### src/shared/asps_defs.svh
`ifndef ASPS_DEFS_SVH
`define ASPS_DEFS_SVH

// Clock period and stage time base
`define ASPS_CLK_NS     50
`define ASPS_TICK_MS    100
`define ASPS_TICK_CYC   ((`ASPS_TICK_MS * 1000000) / `ASPS_CLK_NS)

// Register byte offsets
`define ASPS_CTRL_OFS   8'h00
`define ASPS_STAT_OFS   8'h04
`define ASPS_F0_OFS     8'h08
`define ASPS_MAXF_OFS   8'h0c
`define ASPS_FREQ_BASE  8'h40
`define ASPS_TIME_BASE  8'h80
`define ASPS_DIR_BASE   8'hc0
`define ASPS_TBL_MASK   8'hc3

// Control field positions
`define ASPS_MODE_MSB   2
`define ASPS_WOB_BIT    4
`define ASPS_PID_BIT    5

// Reset values
`define ASPS_MODE_RST   3'h0

// Limits: hundredths of a hertz, tenths of a second
`define ASPS_FMAX       16'he9fc
`define ASPS_TMAX       16'hea60
`define ASPS_F300       16'h7530
`define ASPS_FSTEP      16'h000a

// Program mode values
`define ASPS_M_SINGLE   3'h1
`define ASPS_M_CONT     3'h2
`define ASPS_M_HOLD     3'h3
`define ASPS_M_SINGLE_N 3'h4
`define ASPS_M_CONT_N   3'h5
`define ASPS_M_HOLD_N   3'h6

// Stage direction codes
`define ASPS_D_STOP     2'h0
`define ASPS_D_FWD      2'h1
`define ASPS_D_REV      2'h2

`endif

### src/shared/asps_pkg.sv
package asps_pkg;

  // Sequencer states, one-hot
  typedef enum logic [3:0] {
    ASPS_IDLE = 4'h1,
    ASPS_RUN  = 4'h2,
    ASPS_HOLD = 4'h4,
    ASPS_DONE = 4'h8
  } asps_state_t;

  // Bundle handed to the ramp generator
  typedef struct packed {
    logic [15:0] freq;
    logic        fwd;
    logic        rev;
    logic        active;
    logic        gen_ramp;
  } asps_drv_t;

  // Time base state
  typedef struct packed {
    logic [31:0] cnt;
    logic        tick;
  } asps_tick_t;

  // Whole sequencer state
  typedef struct packed {
    asps_state_t       state;
    logic [3:0]        stage;
    logic [15:0]       rem;
    logic              fresh;
    logic              run_s1;
    logic              run_s2;
    logic [3:0]        msp_s1;
    logic [3:0]        msp_s2;
    logic [2:0]        mode;
    logic              wob;
    logic              pid;
    logic [15:0]       f0;
    logic [15:0]       maxf;
    logic [15:0][15:0] freq;
    logic [15:0][15:0] tim;
    logic [15:0][1:0]  dir;
    logic [31:0]       prdata;
    asps_drv_t         drv;
    logic [3:0]        msp_eff;
  } asps_st_t;

endpackage

### src/logic/asps_fround.sv
`timescale 1ns/1ns
`default_nettype none
`include "asps_defs.svh"
module asps_fround #(
  parameter int unsigned W = 16
) (
  // Reference in hundredths of a hertz
  input  wire logic [W-1:0] freq_in,
  // High maximum frequency: tenth-hertz steps only
  input  wire logic         coarse,
  output logic [W-1:0]      freq_out
);

  // Sixteen bits are needed for the upper frequency limit
  if (W < 16) begin : g_chk
    $error("asps_fround: W must be at least 16");
  end

  // Drop the hundredths digit when coarse; truncation, never rounds up
  always_comb begin
    if (coarse) begin
      freq_out = freq_in - (freq_in % W'(`ASPS_FSTEP));
    end else begin
      freq_out = freq_in;
    end
  end

endmodule
`default_nettype wire

### src/logic/asps_tick.sv
`timescale 1ns/1ns
`default_nettype none
module asps_tick #(
  parameter int unsigned TICK_CYC = 2
) (
  // Clock and reset
  input  wire logic mclk,
  input  wire logic reset,
  // Restart the tenth-second period
  input  wire logic clr,
  // One-cycle pulse per period
  output logic      tick
);

  // A period below two cycles cannot pulse and restart cleanly
  if (TICK_CYC < 2) begin : g_chk
    $error("asps_tick: TICK_CYC must be at least 2");
  end

  asps_pkg::asps_tick_t st_r;   // Registered state
  asps_pkg::asps_tick_t st_nxt; // Next state

  // Count cycles; a clear aligns the period to a stage start
  always_comb begin
    st_nxt = st_r;
    st_nxt.tick = 1'b0;
    if (clr) begin
      st_nxt.cnt = 32'h0000_0000;
    end else if (st_r.cnt == 32'(TICK_CYC - 1)) begin
      st_nxt.cnt = 32'h0000_0000;
      st_nxt.tick = 1'b1;
    end else begin
      st_nxt.cnt = st_r.cnt + 32'h0000_0001;
    end
  end

  // State register
  always_ff @(posedge mclk or posedge reset) begin
    if (reset) begin
      st_r <= '0;
    end else begin
      st_r <= st_nxt;
    end
  end

  assign tick = st_r.tick;

endmodule
`default_nettype wire

### src/logic/asps_top.sv
// Design decisions made here: the APB slave port and the register offsets.
`timescale 1ns/1ns
`default_nettype none
`include "asps_defs.svh"
// What this block does
// RULE1: Stages 1-15 own frequency, clipped at limit
// RULE2: Stage 0 uses the multi-speed 0 frequency
// RULE3: High maximum frequency forces tenth-hertz steps
// RULE4: Each stage has a duration in tenths
// RULE5: Direction 0 stop, 1 forward, 2 reverse
// RULE6: Wobble or PID enabled keeps program off
// RULE7: All stage times zero keeps program off
// RULE8: Multi-step speed inputs ignored while program on
// RULE9: Program ramps use the general ramp times
// RULE10: Single-cycle mode runs once then stops
// RULE11: Continuous modes restart the cycle forever
// RULE12: Hold mode keeps last stage speed after cycle
// RULE13: Modes 1-3 resume the unfinished stage
// RULE14: Modes 4-6 restart from stage 0
// RULE15: Stages ascend, each lasting its duration
module asps_top #(
  parameter int unsigned TICK_CYC = `ASPS_TICK_CYC
) (
  // Clock and reset
  input  wire logic        mclk,
  input  wire logic        reset,
  // APB slave
  input  wire logic        psel,
  input  wire logic        penable,
  input  wire logic        pwrite,
  input  wire logic [7:0]  paddr,
  input  wire logic [31:0] pwdata,
  output logic [31:0]      prdata,
  output logic             pready,
  output logic             pslverr,
  // Command pins from the run source
  input  wire logic        run_cmd,
  input  wire logic [3:0]  msp_sel,
  // Towards the ramp generator
  output asps_pkg::asps_drv_t drv,
  output logic [3:0]       msp_sel_eff
);

  asps_pkg::asps_st_t st_r;    // Registered state
  asps_pkg::asps_st_t st_nxt;  // Next state
  logic [15:0]        tnz;     // Stage time non-zero flags
  logic               allzero; // Every stage time is zero
  logic               auto_en; // Program may run
  logic               coarse;  // Tenth-hertz resolution
  logic               tick;    // Tenth-second pulse
  logic               ld;      // Stage load, restarts the tick
  logic               wr;      // Write in access phase
  logic               rd_set;  // Read setup cycle
  logic               hit;     // Address is mapped
  logic [31:0]        rdv;     // Read value of the address
  logic [3:0]         idx;     // Table index from the address
  logic [15:0]        cur_f;   // Raw frequency of this stage
  logic [15:0]        cur_fr;  // Frequency after resolution
  logic [1:0]         cur_d;   // Direction of this stage
  logic               resume;  // Modes that keep the stage
  logic               cont;    // Modes that loop
  logic               holdm;   // Modes that hold last speed
  logic               start;   // Run requested and allowed

  // Clip a written value to a limit; upper word bits count too
  function automatic logic [15:0] clip(input logic [31:0] v,
                                       input logic [15:0] lim);
    clip = (v > {16'h0000, lim}) ? lim : v[15:0];
  endfunction

  // Per-entry zero test of the stage times
  for (genvar g = 0; g < 16; g++) begin : g_tnz
    assign tnz[g] = |st_r.tim[g];
  end

  assign allzero = ~|tnz; // RULE7
  assign coarse  = st_r.maxf > `ASPS_F300; // RULE3
  assign idx     = paddr[5:2];
  assign wr      = psel & penable & pwrite;
  assign rd_set  = psel & ~penable & ~pwrite;
  assign start   = auto_en & st_r.run_s2;

  // Program gate: a valid mode, no wobble, no PID, some stage time
  always_comb begin
    auto_en = (st_r.mode >= `ASPS_M_SINGLE)
            & (st_r.mode <= `ASPS_M_HOLD_N)
            & ~st_r.wob & ~st_r.pid & ~allzero; // RULE6 RULE7
  end

  // Mode classes
  always_comb begin
    resume = (st_r.mode >= `ASPS_M_SINGLE)
           & (st_r.mode <= `ASPS_M_HOLD); // RULE13
    cont   = (st_r.mode == `ASPS_M_CONT)
           | (st_r.mode == `ASPS_M_CONT_N); // RULE11
    holdm  = (st_r.mode == `ASPS_M_HOLD)
           | (st_r.mode == `ASPS_M_HOLD_N); // RULE12
  end

  // Stage zero borrows the multi-speed 0 frequency
  always_comb begin
    if (st_r.stage == 4'h0) begin
      cur_f = st_r.f0; // RULE2
    end else begin
      cur_f = st_r.freq[st_r.stage]; // RULE1
    end
    cur_d = st_r.dir[st_r.stage];
  end

  // Resolution reduction for high maximum frequencies
  asps_fround #(
    .W        (16)
  ) u_fround (
    .freq_in  (cur_f),
    .coarse   (coarse),
    .freq_out (cur_fr)
  );

  // Tenth-second time base, realigned at every stage load
  asps_tick #(
    .TICK_CYC (TICK_CYC)
  ) u_tick (
    .mclk     (mclk),
    .reset    (reset),
    .clr      (ld),
    .tick     (tick)
  );

  // Register access, sequencing and output drive
  always_comb begin
    st_nxt = st_r;
    ld = 1'b0;
    hit = 1'b1;
    rdv = 32'h0000_0000;
    // Pins come from another domain: two flops before use
    st_nxt.run_s1 = run_cmd;
    st_nxt.run_s2 = st_r.run_s1;
    st_nxt.msp_s1 = msp_sel;
    st_nxt.msp_s2 = st_r.msp_s1;

    // Address decode
    if (paddr == `ASPS_CTRL_OFS) begin
      rdv = {26'h0, st_r.pid, st_r.wob, 1'b0, st_r.mode};
      if (wr) begin
        st_nxt.mode = pwdata[`ASPS_MODE_MSB:0];
        st_nxt.wob  = pwdata[`ASPS_WOB_BIT];
        st_nxt.pid  = pwdata[`ASPS_PID_BIT];
      end
    end else if (paddr == `ASPS_STAT_OFS) begin
      // Read-only view of the sequencer
      rdv = {st_r.rem, 5'h00, st_r.fresh, allzero, auto_en,
             st_r.state, st_r.stage};
    end else if (paddr == `ASPS_F0_OFS) begin
      rdv = {16'h0000, st_r.f0};
      if (wr) begin
        st_nxt.f0 = clip(pwdata, `ASPS_FMAX); // RULE2
      end
    end else if (paddr == `ASPS_MAXF_OFS) begin
      rdv = {16'h0000, st_r.maxf};
      if (wr) begin
        st_nxt.maxf = pwdata[15:0];
      end
    end else if (((paddr & `ASPS_TBL_MASK) == `ASPS_FREQ_BASE)
                 && (idx != 4'h0)) begin
      // Stage 0 slot is absent: its frequency lives above
      rdv = {16'h0000, st_r.freq[idx]};
      if (wr) begin
        st_nxt.freq[idx] = clip(pwdata, `ASPS_FMAX); // RULE1
      end
    end else if ((paddr & `ASPS_TBL_MASK) == `ASPS_TIME_BASE) begin
      rdv = {16'h0000, st_r.tim[idx]};
      if (wr) begin
        st_nxt.tim[idx] = clip(pwdata, `ASPS_TMAX); // RULE4
      end
    end else if ((paddr & `ASPS_TBL_MASK) == `ASPS_DIR_BASE) begin
      rdv = {30'h0, st_r.dir[idx]};
      if (wr) begin
        st_nxt.dir[idx] = pwdata[1:0];
      end
    end else begin
      // Unmapped: no store, reads zero, error flagged
      hit = 1'b0;
    end

    // Read data is captured in setup so it is stable in access
    if (rd_set) begin
      st_nxt.prdata = rdv;
    end

    // Sequencer
    case (st_r.state)
      asps_pkg::ASPS_IDLE: begin
        if (start) begin
          st_nxt.state = asps_pkg::ASPS_RUN;
          ld = 1'b1;
          if (!resume || st_r.fresh) begin
            // New cycle from the first stage
            st_nxt.stage = 4'h0; // RULE14
            st_nxt.rem = st_r.tim[0];
            st_nxt.fresh = 1'b0;
          end
          // Otherwise stage and time left are kept // RULE13
        end
      end
      asps_pkg::ASPS_RUN: begin
        if (!start) begin
          // Stop: leave the stage and remaining time intact
          st_nxt.state = asps_pkg::ASPS_IDLE;
        end else if (st_r.rem == 16'h0000) begin
          ld = 1'b1;
          if (st_r.stage != 4'hf) begin
            st_nxt.stage = st_r.stage + 4'h1; // RULE15
            st_nxt.rem = st_r.tim[st_r.stage + 4'h1];
          end else if (cont) begin
            st_nxt.stage = 4'h0; // RULE11
            st_nxt.rem = st_r.tim[0];
          end else if (holdm) begin
            st_nxt.state = asps_pkg::ASPS_HOLD; // RULE12
          end else begin
            st_nxt.state = asps_pkg::ASPS_DONE; // RULE10
            st_nxt.fresh = 1'b1;
          end
        end else if (tick) begin
          st_nxt.rem = st_r.rem - 16'h0001; // RULE4 RULE15
        end
      end
      asps_pkg::ASPS_HOLD: begin
        // Cycle is complete, so the next run starts afresh
        if (!start) begin
          st_nxt.state = asps_pkg::ASPS_IDLE;
          st_nxt.fresh = 1'b1;
        end
      end
      asps_pkg::ASPS_DONE: begin
        // Output stopped until the run command is removed
        if (!st_r.run_s2) begin
          st_nxt.state = asps_pkg::ASPS_IDLE;
        end
      end
      default: begin
        st_nxt.state = asps_pkg::ASPS_IDLE;
      end
    endcase

    // Drive towards the ramp generator, one cycle behind state
    st_nxt.drv.active = auto_en;
    st_nxt.drv.gen_ramp = auto_en; // RULE9
    st_nxt.drv.fwd = 1'b0;
    st_nxt.drv.rev = 1'b0;
    st_nxt.drv.freq = 16'h0000;
    if ((st_r.state == asps_pkg::ASPS_RUN)
        || (st_r.state == asps_pkg::ASPS_HOLD)) begin
      // Code 3 is undefined and treated as stop
      if (cur_d == `ASPS_D_FWD) begin
        st_nxt.drv.fwd = 1'b1; // RULE5
        st_nxt.drv.freq = cur_fr;
      end else if (cur_d == `ASPS_D_REV) begin
        st_nxt.drv.rev = 1'b1; // RULE5
        st_nxt.drv.freq = cur_fr;
      end
    end

    // Multi-step speed selections are masked while the program owns
    if (auto_en) begin
      st_nxt.msp_eff = 4'h0; // RULE8
    end else begin
      st_nxt.msp_eff = st_r.msp_s2;
    end
  end

  // State register; reset leaves the program disabled
  always_ff @(posedge mclk or posedge reset) begin
    if (reset) begin
      st_r <= '0;
      st_r.state <= asps_pkg::ASPS_IDLE;
      st_r.mode <= `ASPS_MODE_RST;
      st_r.fresh <= 1'b1;
    end else begin
      st_r <= st_nxt;
    end
  end

  // Outputs; zero-wait slave
  assign prdata      = st_r.prdata;
  assign pready      = 1'b1;
  assign pslverr     = psel & penable & ~hit;
  assign drv         = st_r.drv;
  assign msp_sel_eff = st_r.msp_eff;
endmodule
`default_nettype wire

### config.mk
export PLATFORM = sky130hd
export DESIGN_NAME = asps_top
export DESIGN_NICKNAME = d
export VERILOG_FILES = /design/src/shared/asps_pkg.sv /design/src/logic/asps_fround.sv /design/src/logic/asps_tick.sv /design/src/logic/asps_top.sv
export VERILOG_INCLUDE_DIRS = /design/src /design/src/shared
export SDC_FILE = /design/constraint.sdc
export NUM_CORES = 2
export LEC_CHECK = 0
export BUFFER_PORTS_ARGS = -buffer_cell sky130_fd_sc_hd__buf_2
export CAP_MARGIN = 20
export CORE_UTILIZATION = 50
export DETAILED_ROUTE_END_ITERATION = 10
export MAX_ROUTING_LAYER = met4
export PLACE_DENSITY = 0.71
export SLEW_MARGIN = 20
export SYNTH_ARGS = -nofsm -noshare
export SYNTH_HDL_FRONTEND = slang
export SYNTH_HIERARCHICAL = 1
export SYNTH_SLANG_ARGS = --single-unit
### constraint.sdc
create_clock -name mclk -period 28.6 [get_ports mclk]
set_clock_uncertainty 0.05 [all_clocks]
set_input_delay 1.43 -clock mclk [delete_from_list [all_inputs] [get_ports mclk]]
set_output_delay 1.43 -clock mclk [all_outputs]
set_load 0.02 [all_outputs]
==> flow_summary.json <==
{
  "status": "finished clean",
  "totalWireLength_mm": 120.1,
  "fin_tns_setup_ns": 0,
  "drcViolationCount": 0,
  "layout_min_cycle_time_ns": 11.16,
  "cap_violations": 0,
  "min_period_over_period": 0.3902,
  "r2r_slack_ns": 17.44,
  "root_buffer": "clkbuf_16",
  "vias_per_cell": 6.602,
  "grt_max_degree": 144,
  "drv_slew": 0,
  "leakagePower_nw": 17.88,
  "layout_commonest_cell": "dfrtp_1",
  "grt_overflow": 0,
  "hold_viol_final": 0,
  "max_stage_delay_ns": 0.84,
  "fillers": 6533,
  "hold_class": "register to register",
  "fin_nets": 3681,
  "fmax_mhz": 89.62,
  "syn_area_mm2": 0.03958,
  "fp.dieW_um": 283.4,
  "avgSynthCellArea_um2": 10.59,
  "hold_path_depth": 0,
  "numCtsBuffers": 78,
  "start_util": 0.5085,
  "cp_slowest_cell": "dfrtp_4",
  "utilization": 0.5500,
  "grt_usage": 0.3089,
  "synth.yosys.seq_area_share": 0.4451,
  "dr.pass1.iters": 7,
  "drive_gt1_frac": 0.2092,
  "synth_cells": 3738,
  "antenna_found_initial": 4,
  "synthDistinctLibCells": 114,
  "port_buffers": 106,
  "cp_data_required_time_ns": 29.08,
  "critPathLaunchType": "register",
  "die_area_mm2": 0.08030,
  "post_cts_hold_buffer_count": 0,
  "worst_pin_slew_ns": 1.139,
  "gp_congestion": 0.9564,
  "layout.cells.non_filler": 4713,
  "clockBufferDepth": 3,
  "crit_path_end_kind": "register",
  "critPathMostFrequentCell": "o21ai_0",
  "cts.reportedPaths.clkPinSlew_ns": 0.06,
  "insertion_delay_ns": 0.65,
  "postCtsResizedCells": 0,
  "num_vias": 31120,
  "synth_edf_count": 0,
  "power_density_mw_per_mm2": 53.09,
  "htree_levels": 3,
  "cts.sinks": 704,
  "first_iter_violations": 4058,
  "drtAntennaViolNets": 0,
  "yosysWarnings": 6,
  "rows": 102,
  "design.core.area_mm2": 0.07785,
  "wl_per_cell_um": 25.49,
  "grt_pass1_wl_mm": 185.5,
  "synth-seq-cells": 704,
  "setup_violations": 0,
  "ios": 108,
  "crit_arrival_ns": 11.64,
  "ys.flop_type": "dfrtp_1",
  "grt_pass1_vias": 30050,
  "vdd_ir_drop_max_uv": 46.37,
  "dieHeight_um": 283.4,
  "placedCellCount": 4571,
  "critPathKind": "register to register",
  "worstPathMaxFanout": 42,
  "syn_to_final_growth_pct": 8.174,
  "place.detailed.hpwl_mm": 79.37,
  "cts_setup_buffers": 0,
  "final_cell_mix": "698 x dfrtp_1, 676 x nand2_1, 574 x o21ai_0, 311 x mux4_2, 124 x nor2_1",
  "power_w": 0.002273,
  "relSlewSlack": 0.2387,
  "rsz0062_at_grt": "no",
  "cts_tree": "done",
  "synth-async-reset-ratio": 1.000,
  "r2r_cells": 39
}
==> cells in the mapped netlist, drive strengths merged, types with 16 or more instances <==
cell type  instances  area (um2)
a21oi            116       599.3
a31oi             17       106.4
and2              29       181.4
buf              151       925.9
clkbuf           230       915.9
dfrtp            702       17570
ha                19       237.7
inv               48       180.2
mux2              75       844.6
mux2i             55       554.3
mux4             311        7004
nand2            683        2571
nand2b            23       143.9
nand3             41       222.7
nand4             44       305.3
nor2             136       560.5
nor3              37       185.2
nor4              89       563.0
o21ai            585        2928
o221a             18       202.7
o31ai             18       148.9
or4               16       123.9
xnor2             20       182.7
xor2              17       156.4
==> where the power goes <==
group | switching (W) | internal [W]
clock network | 0.000432 | 0.000604
registers | 0.0000237 | 0.00102
logic | 0.000124 | 0.0000711
==> cell families (layout without fill, tap and decap cells) <==
family,count (synthesis),in the layout,share of synthesized area
and+or+nand+nor,1195,1195,0.1410
AOI/OAI and AO/OA,908,908,0.1350
DFF,704,704,0.4451
muxes,441,441,0.2123
buffers and inverters,429,352,0.05108
xor gates and xnor gates,37,37,0.008566
adders and majority gates,22,22,0.006796
other,2,14,0.0001897
==> worst paths after layout <==
path	start	to
max in group asynchronous	reset	st_r[149]$_DFFE_PP0P_
worst min register to register	st_nxt[640]$_DFF_PP0_	st_r[640]$_DFF_PP0_
min in group asynchronous	reset	u_tick/st_r[31]$_DFF_PP0_
worst min-delay path	st_nxt[640]$_DFF_PP0_	st_r[640]$_DFF_PP0_
worst max register to register	st_r[664]$_DFFE_PP0P_	drv[19]$_DFF_PP0_
worst max-delay path	st_r[664]$_DFFE_PP0P_	drv[19]$_DFF_PP0_
==> metrics by stage <==
stage | hold WS (ns) | setup slack, ns | cell area [um2]
2_1_floorplan | 0.2812 | 8.315 | 39620
3_3_place_gp | 0.2830 | 17.87 | 40140
3_5_place_dp | 0.2870 | 17.69 | 40150
4_1_cts | 0.3006 | 17.64 | 42750
5_1_grt | 0.3070 | 16.73 | 42820
6_report | 0.2986 | 17.44 | 42820
==> critical path, delay by kind of cell, from the launching register on <==
family	cells	cell delay, ns
AOI/OAI and AO/OA	22	5.67
and+or+nand+nor	9	1.77
muxes	2	0.47
buffers and inverters	2	1.08
xor gates and xnor gates	2	0.28
adders and majority gates	2	0.82
DFF	1	0.84
==> state kept, by name (all words and copies together) (netlist names) <==
| signal | count |
|---|---|
| st_r | 611 |
| prdata | 32 |
| msp_sel_eff | 4 |
| u_tick/tick | 1 |
| drv | 19 |
| u_tick/st_r | 32 |
| st_nxt | 5 |
==> layout make-up <==
cell class	count	area [um2]	share of cell area
Multi-Input combinational cell	2615	20050	0.4683
Sequential cell	704	17630	0.4117
Clock buffer	111	2246	0.05245
Tap cell	1040	1301	0.03039
Timing Repair Buffer	165	1042	0.02434
Clock inverter	28	354.1	0.008269
Inverter	48	187.7	0.004383
Antenna cell	2	5.005	0.0001169
==> routing by layer <==
metal / track usage / wire (um) / vias to the layer above
li1: - / - / 13460
met1: 0.4150 / 47600 / 15640
met2: 0.4468 / 53840 / 1769
met3: 0.08778 / 14340 / 256
met4: 0.1142 / 4369 / 0
met5: - / 0 / -
Note: power is estimated with default switching activity, not from simulation.
